$ cat src/tct_regs.vh
// Constants for the thermal clock throttle block
// Overview of operation
// - On-demand enable starts clock gating once the phase reaches the duty
// - On-demand duty follows three-bit eighths field, zero taken as one eighth
// - Thermal gate duty overrides on-demand duty
// - Alert asserted at max temperature, gate active
// - Interrupt on alert assert, deassert or both
// - External low alert activates thermal gate
// - Catastrophic temperature latches shutdown output
// - Shutdown independent of activity, no bus cycles
// - Fan threshold factory value, 00h to 1Eh
// - Gate modulates until cool and hysteresis expires
`ifndef TCT_REGS_VH
`define TCT_REGS_VH
// -----------------------------------------------------------
// Control field positions
// -----------------------------------------------------------
`define TCT_OD_EN_BIT 4
`define TCT_DUTY_MSB 3
`define TCT_DUTY_LSB 1
// -----------------------------------------------------------
// Factory values and timing
// -----------------------------------------------------------
`define TCT_TCC_DUTY 3'h3
`define TCT_FAN_THRESH 5'h14
`define TCT_FAN_THRESH_MAX 5'h1E
`define TCT_FAN_BASE_C 7'h32
`define TCT_MOD_STEP 8'h3F
`define TCT_HYST_US 20
`define TCT_CLK_MHZ 50
// Hysteresis of 20 us at the 50 MHz clock, in cycles
`define TCT_HYST_CYC 11'h3E8
`define TCT_INT_RISE 2'h1
`define TCT_INT_FALL 2'h2
`endif

$ cat src/tct_sync.v
// Two-stage synchroniser for one level
`timescale 1ns/100ps
module tct_sync
(
   // Clock and reset
   input wire ref_clk_i,
   input wire rst_i,
   // Data
   input wire d_i,
   input wire rst_val_i,
   output reg q_o
);
   reg meta;
   // Capture then settle; meta is read only by q_o
   always @(posedge ref_clk_i or posedge rst_i)
   begin
      if (rst_i)
      begin
         meta <= 1'b0;
         q_o <= 1'b0;
      end
      else
      begin
         meta <= d_i ^ rst_val_i;
         q_o <= meta;
      end
   end
endmodule // tct_sync

$ cat src/tct_throttle.v
// Thermal clock throttle: on-demand and thermal modulation, alert, shutdown
`timescale 1ns/100ps
`include "tct_regs.vh"
module tct_throttle
(
   // Clock and reset
   input wire ref_clk_i,
   input wire rst_i,
   // Software control
   input wire [4:0] throttle_control_i,
   input wire tm_enable_i,
   input wire [1:0] int_sel_i,
   input wire int_clear_i,
   // Thermal sensors (asynchronous)
   input wire max_temp_i,
   input wire cat_temp_i,
   // Bidirectional alert pin, active low
   input wire thermal_alert_n_i,
   output wire thermal_alert_n_o,
   output wire thermal_alert_n_oe_o,
   // Status and outputs
   output reg core_clk_en_o,
   output reg thermal_clock_gate_o,
   output reg alert_int_o,
   output reg overtemp_shutdown_n_o,
   output wire [4:0] fan_threshold_temp_o
);
   // -----------------------------------------------------------
   // Input synchronisers
   // -----------------------------------------------------------
   wire hot_s;
   wire cat_s;
   wire ext_hot_s;
   // Die at its operating limit
   tct_sync u_hot
   (
      .ref_clk_i(ref_clk_i),
      .rst_i(rst_i),
      .d_i(max_temp_i),
      .rst_val_i(1'b0),
      .q_o(hot_s)
   );
   // Catastrophic sensor, read whatever the monitor setting
   tct_sync u_cat
   (
      .ref_clk_i(ref_clk_i),
      .rst_i(rst_i),
      .d_i(cat_temp_i),
      .rst_val_i(1'b0),
      .q_o(cat_s)
   );
   // Inverted so an idle high pin reads as not hot
   tct_sync u_ext
   (
      .ref_clk_i(ref_clk_i),
      .rst_i(rst_i),
      .d_i(thermal_alert_n_i),
      .rst_val_i(1'b1),
      .q_o(ext_hot_s)
   );

   // -----------------------------------------------------------
   // Alert pin drive
   // -----------------------------------------------------------
   // Open drain: data fixed low, the enable carries the level
   // drive alert low
   assign thermal_alert_n_o = 1'b0;
   assign thermal_alert_n_oe_o = hot_s;
   // The cap keeps a bad factory value inside the legal range
   // factory fan threshold, capped
   assign fan_threshold_temp_o = (`TCT_FAN_THRESH > `TCT_FAN_THRESH_MAX) ?
      `TCT_FAN_THRESH_MAX : `TCT_FAN_THRESH;

   // -----------------------------------------------------------
   // Thermal gate with hysteresis
   // -----------------------------------------------------------
   localparam [10:0] HYST_CYC = `TCT_HYST_CYC;
   reg [10:0] hyst_cnt;
   // Alert seen low when we or the board assert it
   wire alert_act = hot_s | ext_hot_s;
   wire gate_req = tm_enable_i & alert_act;
   // Hold the gate until cool for the hysteresis time;
   // the reload on every hot cycle stops rapid on/off toggling
   always @(posedge ref_clk_i or posedge rst_i)
   begin
      if (rst_i)
      begin
         thermal_clock_gate_o <= 1'b0;
         hyst_cnt <= 11'h000;
      end
      else if (gate_req)
      begin
         thermal_clock_gate_o <= 1'b1;
         hyst_cnt <= HYST_CYC;
      end
      else if (thermal_clock_gate_o)
      begin
         if (hyst_cnt <= 11'h001)
         begin
            thermal_clock_gate_o <= 1'b0;
         end
         hyst_cnt <= (hyst_cnt == 11'h000) ? 11'h000 : hyst_cnt - 11'h001;
      end
   end

   // -----------------------------------------------------------
   // Modulation timing: step enable and eighth phase
   // -----------------------------------------------------------
   // One step is 64 cycles, eight steps make one period
   reg [7:0] step_cnt;
   reg [2:0] phase;
   wire step_en = (step_cnt == `TCT_MOD_STEP);
   // Free-running step counter and phase
   always @(posedge ref_clk_i or posedge rst_i)
   begin
      if (rst_i)
      begin
         step_cnt <= 8'h00;
         phase <= 3'h0;
      end
      else
      begin
         step_cnt <= step_en ? 8'h00 : step_cnt + 8'h01;
         if (step_en)
         begin
            phase <= phase + 3'h1;
         end
      end
   end

   // -----------------------------------------------------------
   // Core clock enable
   // -----------------------------------------------------------
   wire od_en = throttle_control_i[`TCT_OD_EN_BIT];
   wire [2:0] od_duty = throttle_control_i[`TCT_DUTY_MSB:`TCT_DUTY_LSB];
   // Either source asks for modulation
   wire mod_req = od_en | thermal_clock_gate_o;
   // A trip stops the core at once, on the same edge that the latch sets
   wire run_ok = overtemp_shutdown_n_o & ~cat_s;
   reg [2:0] duty;
   reg next_clk_en;
   always @*
   begin
      if (thermal_clock_gate_o)
      begin
         duty = `TCT_TCC_DUTY;
      end
      else
      begin
         duty = (od_duty == 3'h0) ? 3'h1 : od_duty;
      end
      if (mod_req)
      begin
         next_clk_en = (phase < duty);
      end
      else
      begin
         next_clk_en = 1'b1;
      end
   end
   // Registered clock enable; shutdown stops the core
   always @(posedge ref_clk_i or posedge rst_i)
   begin
      if (rst_i)
      begin
         core_clk_en_o <= 1'b1;
      end
      else
      begin
         core_clk_en_o <= next_clk_en & run_ok;
      end
   end

   // -----------------------------------------------------------
   // Catastrophic shutdown latch
   // -----------------------------------------------------------
   // Only reset releases it; nothing in the core is involved
   // latch shutdown, no bus activity
   always @(posedge ref_clk_i or posedge rst_i)
   begin
      if (rst_i)
      begin
         overtemp_shutdown_n_o <= 1'b1;
      end
      else if (cat_s)
      begin
         overtemp_shutdown_n_o <= 1'b0;
      end
   end

   // -----------------------------------------------------------
   // Alert edge interrupt
   // -----------------------------------------------------------
   reg alert_d;
   wire rise = alert_act & ~alert_d;
   wire fall = ~alert_act & alert_d;
   // Edges that software has chosen to hear
   wire rise_hit = rise & ((int_sel_i & `TCT_INT_RISE) != 2'h0);
   wire fall_hit = fall & ((int_sel_i & `TCT_INT_FALL) != 2'h0);
   always @(posedge ref_clk_i or posedge rst_i)
   begin
      if (rst_i)
      begin
         alert_d <= 1'b0;
         alert_int_o <= 1'b0;
      end
      else
      begin
         alert_d <= alert_act;
         // A clear in the cycle of a new edge must not lose it
         if (rise_hit | fall_hit)
         begin
            alert_int_o <= 1'b1;
         end
         else if (int_clear_i)
         begin
            alert_int_o <= 1'b0;
         end
      end
   end
endmodule // tct_throttle

$ cat config.mk
export PLATFORM = sky130hd
export DESIGN_NAME = tct_throttle
export DESIGN_NICKNAME = d
export VERILOG_FILES = /design/src/tct_sync.v /design/src/tct_throttle.v
export VERILOG_INCLUDE_DIRS = /design/src
export SDC_FILE = /design/constraint.sdc
export NUM_CORES = 1
export LEC_CHECK = 0
export BUFFER_PORTS_ARGS = -buffer_cell sky130_fd_sc_hd__buf_2
export CAP_MARGIN = 20
export CORE_UTILIZATION = 45
export DETAILED_ROUTE_END_ITERATION = 8
export MAX_ROUTING_LAYER = met4
export PLACE_DENSITY = 0.76
export SKIP_CTS_REPAIR_TIMING = 1
export SYNTH_ARGS = -nofsm -noshare
export SYNTH_HDL_FRONTEND = slang
export SYNTH_SLANG_ARGS = --single-unit
$ cat constraint.sdc
create_clock -name ref_clk_i -period 4.9 [get_ports ref_clk_i]
set_clock_uncertainty 0.1 [all_clocks]
set_input_delay 0.98 -clock ref_clk_i [delete_from_list [all_inputs] [get_ports ref_clk_i]]
set_output_delay 0.98 -clock ref_clk_i [all_outputs]
set_load 0.02 [all_outputs]
==> results by group, run 1 <==
Yosys
  • Number of synthesized flops with an enable pin: 0
  • Cells after Synth: 146
  • Top FF cell, synth: dfrtp_1
  • Synth Cell Area: 1590 um^2
  • Synth Register Bits: 33
  • Avg Inst Size Synth: 10.9 um^2
  • Seq/Total Area, Yosys: 0.522
  • Post-synthesis async set-or-reset flop share: 1.00
  • Synth Warn #: 0
  • Library cells used by synthesis: 40

STA
  • Total negative setup slack: 0 ns
  • Max Freq: 0.429 GHz
  • Unrepaired setup endpoints after global routing: no
  • Final min period: 2.33 ns
  • Fin Hold WS: 0.255 ns
  • Slew Limit Fails: 0
  • Final hold vios: 0
  • Crit share post-route: 0.476
  • Count of final setup violators: 0

Final layout
  • Antenna cells: 0
  • Layout cell share with drive strength beyond 1: 0.223
  • Most flops, register: hyst_cnt
  • Max FFs per register: 11
  • NumNets Final: 186
  • Regs by FF count: hyst_cnt (11), step_cnt (8), phase (3)
  • Area grow syn2layout: 10.6%
  • Commonest cells after routing, fill and taps aside: dfrtp_1, buf_2, nand2_1, nor2_1, a21oi_1
  • Commonest non-fill, non-tap cell in the layout: dfrtp_1

Placed design
  • IO Port Bufs: 17
  • GPL Wtd Cong: 0.793
  • Dpl hpwl: 1.89 mm

Worst setup path
  • Worst Path Buf+Inv: 1
  • WS Path Type: flop to output pin
  • Worst setup SP type: flop
  • Max incr delay on CP: 0.66 ns
  • Worst reg-to-reg setup slack: 2.90 ns
  • R2R Path Start: hyst_cnt[5]
  • Critical path required time: 3.82 ns
  • Slowest CP cell: dfrtp_1
  • FF-to-FF path depth: 4
  • Worst setup EP type: output pin
  • Worst path cell trace: buf_2
  • Reg2reg end: hyst_cnt[5]
  • CP top delay family: flip-flops
  • WP data arrival: 1.25 ns
  • Critical path peak fanout: 19

Routing
  • Avg WL per Cell: 12.5 um
  • Via count: 1113
  • Vias/cell: 5.25
  • DRT Wirelength: 2.65 mm
  • Detailed Route Iter0 Violations: 50
  • DRC: 0
  • DR pass1 iterations: 4
  • Final ANT Viol Nets: 0

Die
  • Vert. Die Dim: 61.4 um
  • CORE AREA: 3360 um^2
  • Die area: 3770 um^2
  • Starting density of the core: 0.472
  • Die X-Extent: 61.4 um
  • Rows: 21
  • IO Pins: 25

Clock network
  • CTS Buf Count: 5
  • Worst skew pair latency: 0.33 ns
  • Clk root buf: clkbuf_4
  • Max H-tree Level: 2
  • Clock Pin Slew Worst Setup and Hold Paths: 0.10 ns
  • Clk buf depth: 2
  • CTS tree: done
  • CTS Sinks: 33

GRT
  • First-pass GRT wire length: 4.47 mm
  • GRT Overall Usage: 0.172
  • Vias in the first global route: 1123
  • Largest net degree at the start of global routing: 34
  • Initial antenna violation count: 0
  • Remaining Overflow, GRT: 0

Min path
  • Hold Path End: u_hot.q_o
  • Worst hold path startpoint: u_hot.meta
  • Worst Hold Depth: 0
  • Type of the worst min-delay path: flop to flop

Flow run
  • Max_cap viols: 0

Pwr
  • Power per cell area: 323 nW/um^2
  • VDD IR max: 154 uV
  • Leakage power: 0.782 nW

Outcome
  • Status: finished, final reports clean
==> layer usage <==
metal	track usage	vias up	routed length [um]
li1	-	533	-
met1	0.186	544	1120
met2	0.283	30	1350
met3	0.0504	6	122
met4	0.0952	0	55
met5	-	-	0
==> through the flow <==
stage               setup slack (ns)  area [um^2]  total power (W)  utilization  std cells
floorplan                       3.08         1600         0.000379            -        150
global placement                2.95         1680         0.000394        0.501        204
detailed placement              2.91         1680         0.000400        0.501        204
CTS                             2.55         1750         0.000573        0.522        212
global route                    2.47         1750         0.000600        0.522        212
finish                          2.57         1750         0.000567        0.522        212
==> Yosys cell counts (all sizes together), types with 3 or more instances <==
library cell,instances,area [um^2]
or3,3,20.0
a21oi,8,40.0
o21ai,4,20.0
buf,7,56.3
clkbuf,3,11.3
nand3b,3,22.5
nor2,11,41.3
xor2,3,26.3
o31ai,3,22.5
inv,7,26.3
ha,7,87.6
dfrtp,31,776
xnor2,5,43.8
nand2,13,48.8
nand2b,3,18.8
nand3,6,30.0
==> power breakdown <==
group	internal [W]	switching, W
logic	0.0000351	0.0000445
clock network	0.0000831	0.0000899
registers	0.000291	0.0000234
==> cell type report <==
cell class | instances | area [um^2]
multi-input cells | 100 | 679
repair buffers | 18 | 92.6
fillers | 327 | 1610
inverters | 7 | 26.3
clock inverters | 1 | 5.00
flip-flops and latches | 33 | 828
well taps | 46 | 57.6
clock buffers | 7 | 65.1
==> worst max-delay path by stage <==
stage                         start                   end  slack (ns)  cells after the start
2_1_floorplan  thermal_clock_gate_o           hyst_cnt[7]        3.08                      4
3_3_place_gp            hyst_cnt[4]           hyst_cnt[5]        2.95                      4
3_5_place_dp            hyst_cnt[5]           hyst_cnt[5]        2.91                      4
4_1_cts        thermal_clock_gate_o  thermal_clock_gate_o        2.55                      1
5_1_grt        thermal_clock_gate_o  thermal_clock_gate_o        2.47                      1
6_report       thermal_clock_gate_o  thermal_clock_gate_o        2.57                      1
==> cell families (layout without fill, tap and decap cells) <==
logic type,after synthesis,in the layout,synth area share
buffers and inverters,17,33,0.0591
muxes,1,1,0.00710
AOI/OAI and AO/OA,22,22,0.0915
adders and majority gates,7,7,0.0552
and+or+nand+nor,56,56,0.216
DFF,33,33,0.522
other,2,6,0.00473
xor gates and xnor gates,8,8,0.0442
Note: power is estimated with default switching activity, not from simulation.
==> run 2: changes to the inputs <==
clock period = 2.43 ns   (was 4.9 ns; I/O delays follow)
==> run 2 against run 1 <==
Wire length down 1.2%. Clock power rose to 3.0 times the previous value. First-iteration DRC count down 26%. Hold slack worse by 0.15 ns. Final area up 1.9%. Register-to-register slack worse by 2.5 ns. Sequential cell count unchanged. Die area unchanged. Utilization up 0.97 points. Final cell count unchanged.
==> results by group, run 2 (synthesized netlist as in run 1, its figures left out) <==
Outcome
  • Status: finished, final reports clean

Worst setup path
  • Slowest CP cell: and4_1
  • WS Path Type: flop to flop
  • Max incr delay on CP: 0.48 ns
  • WP data arrival: 2.14 ns
  • Worst setup EP type: flop
  • R2R Path Start: hyst_cnt[5]
  • Critical path required time: 2.55 ns
  • Worst path cell trace: nor4_4 > and4_1 > nor4b_2 > a2111o_1
  • Crit path from: hyst_cnt[5]
  • Worst setup SP type: flop
  • Critical path peak fanout: 10

Final layout
  • Footprint of the multi-input gates: 679 um^2
  • Layout cell share with drive strength beyond 1: 0.223
  • Commonest non-fill, non-tap cell in the layout: dfrtp_1
  • Antenna cells: 0
  • Most flops, register: hyst_cnt
  • Seq. cell area: 828 um^2
  • NumNets Final: 186
  • Layout filler cell count: 318
  • Final Instance Count excl. Fillers: 212
  • Max FFs per register: 11
  • Area grow syn2layout: 12.6%
  • Regs by FF count: hyst_cnt (11), step_cnt (8), phase (3)
  • Commonest cells after routing, fill and taps aside: dfrtp_1, buf_2, nand2_1, nor2_1, a21oi_1

Clock network
  • Max H-tree Level: 2
  • Clk buf depth: 2
  • CTS Sinks: 33
  • Clk root buf: clkbuf_4
  • CTS Buf Count: 5
  • Worst skew pair latency: 0.34 ns
  • CTS tree: done
  • Clock Pin Slew Worst Setup and Hold Paths: 0.11 ns

Routing
  • DRT Wirelength: 2.61 mm
  • Detailed Route Iter0 Violations: 37
  • Via count: 1078
  • Vias/cell: 5.08
  • DR pass1 iterations: 4
  • DRC: 0
  • Final ANT Viol Nets: 0
  • Avg WL per Cell: 12.3 um

GRT
  • Remaining Overflow, GRT: 0
  • GR Layer Usage met3: 0.0588
  • Largest net degree at the start of global routing: 34
  • Initial antenna violation count: 0
  • GR peak layer: met2
  • GRT Overall Usage: 0.169
  • GRT met2 Usage: 0.259
  • First-pass GRT wire length: 4.33 mm
  • GRT met1 Usage: 0.190
  • Vias in the first global route: 1030

STA
  • Crit share post-route: 0.829
  • Total negative setup slack: 0 ns
  • Fin Hold WS: 0.109 ns
  • Unrepaired setup endpoints after global routing: no
  • Final min period: 2.01 ns
  • Count of final setup violators: 0
  • Final hold vios: 0
  • Final worst setup slack: 0.416 ns
  • Max Freq: 0.496 GHz
  • Slew Limit Fails: 0

Placed design
  • IO Port Bufs: 17
  • Dpl hpwl: 1.85 mm
  • GPL Wtd Cong: 0.738
  • Dpl cells: 204
  • Pre-CTS setup slack: 0.433 ns

Pwr
  • VDD IR max: 429 uV
  • Leakage power: 0.796 nW
  • Final total power: 0.00131 W
  • Power per cell area: 731 nW/um^2

Flow run
  • Max_cap viols: 0

Die
  • IO Pins: 25
  • Die X-Extent: 61.4 um
  • Die area: 3770 um^2
  • Rows: 21
  • Starting density of the core: 0.472
  • Vert. Die Dim: 61.4 um
  • CORE AREA: 3360 um^2

Min path
  • Type of the worst min-delay path: primary input to asynchronous set/reset pin
-- run 2: changes by cell type in the layout (fill, tap and decap cells not counted), sizes merged --
| cell | delta |
|---|---|
| clkbuf | -2 |
| bufinv | +2 |
-- run 2: report_power, final --
| part | leakage [nW] | internal [W] | switching [W] |
|---|---|---|---|
| Combinational | 0.360 | 0.0000707 | 0.0000906 |
| Sequential | 0.382 | 0.000586 | 0.0000464 |
| Clock | 0.0552 | 0.000318 | 0.000194 |
-- run 2: final cells by class --
type,count,share of cell area
tap,46,0.0322
clock inverter,3,0.0364
timing repair buffer,18,0.0518
clock buffer,5,0.0210
inverter,7,0.0147
sequential,33,0.464
multi-input combinational,100,0.380
-- run 2: per-layer routing --
layer | share of wire | vias up
met1 | 0.46 | 516
met5 | 0 | -
met3 | 0.038 | 9
met2 | 0.48 | 25
met4 | 0.023 | 0
li1 | - | 528
-- run 2: per-stage QoR --
stage,util,area (um^2)
floorplan,-,1600
global placement,0.501,1680
detailed placement,0.501,1680
CTS,0.531,1790
global route,0.531,1790
finish,0.531,1790
-- run 2: critical path, delay by kind of cell (launching register included) --
| family | cells | cell delay [ns] |
|---|---|---|
| AND/OR/NAND/NOR | 3 | 0.96 |
| flip-flops | 1 | 0.46 |
| AO/OA/AOI/OAI | 1 | 0.38 |
-- run 2: worst paths after layout --
check                      cells after the start               endpoint  slack [ns]
min                                            3             u_hot.meta        0.11
min in group ref_clk_i                         1             u_hot.meta        0.15
max in group asynchronous                      3  overtemp_shutdown_n_o        1.78
min reg2reg                                    0              u_ext.q_o        0.26
max                                            4            hyst_cnt[5]        0.42
max reg2reg                                    4            hyst_cnt[5]        0.42
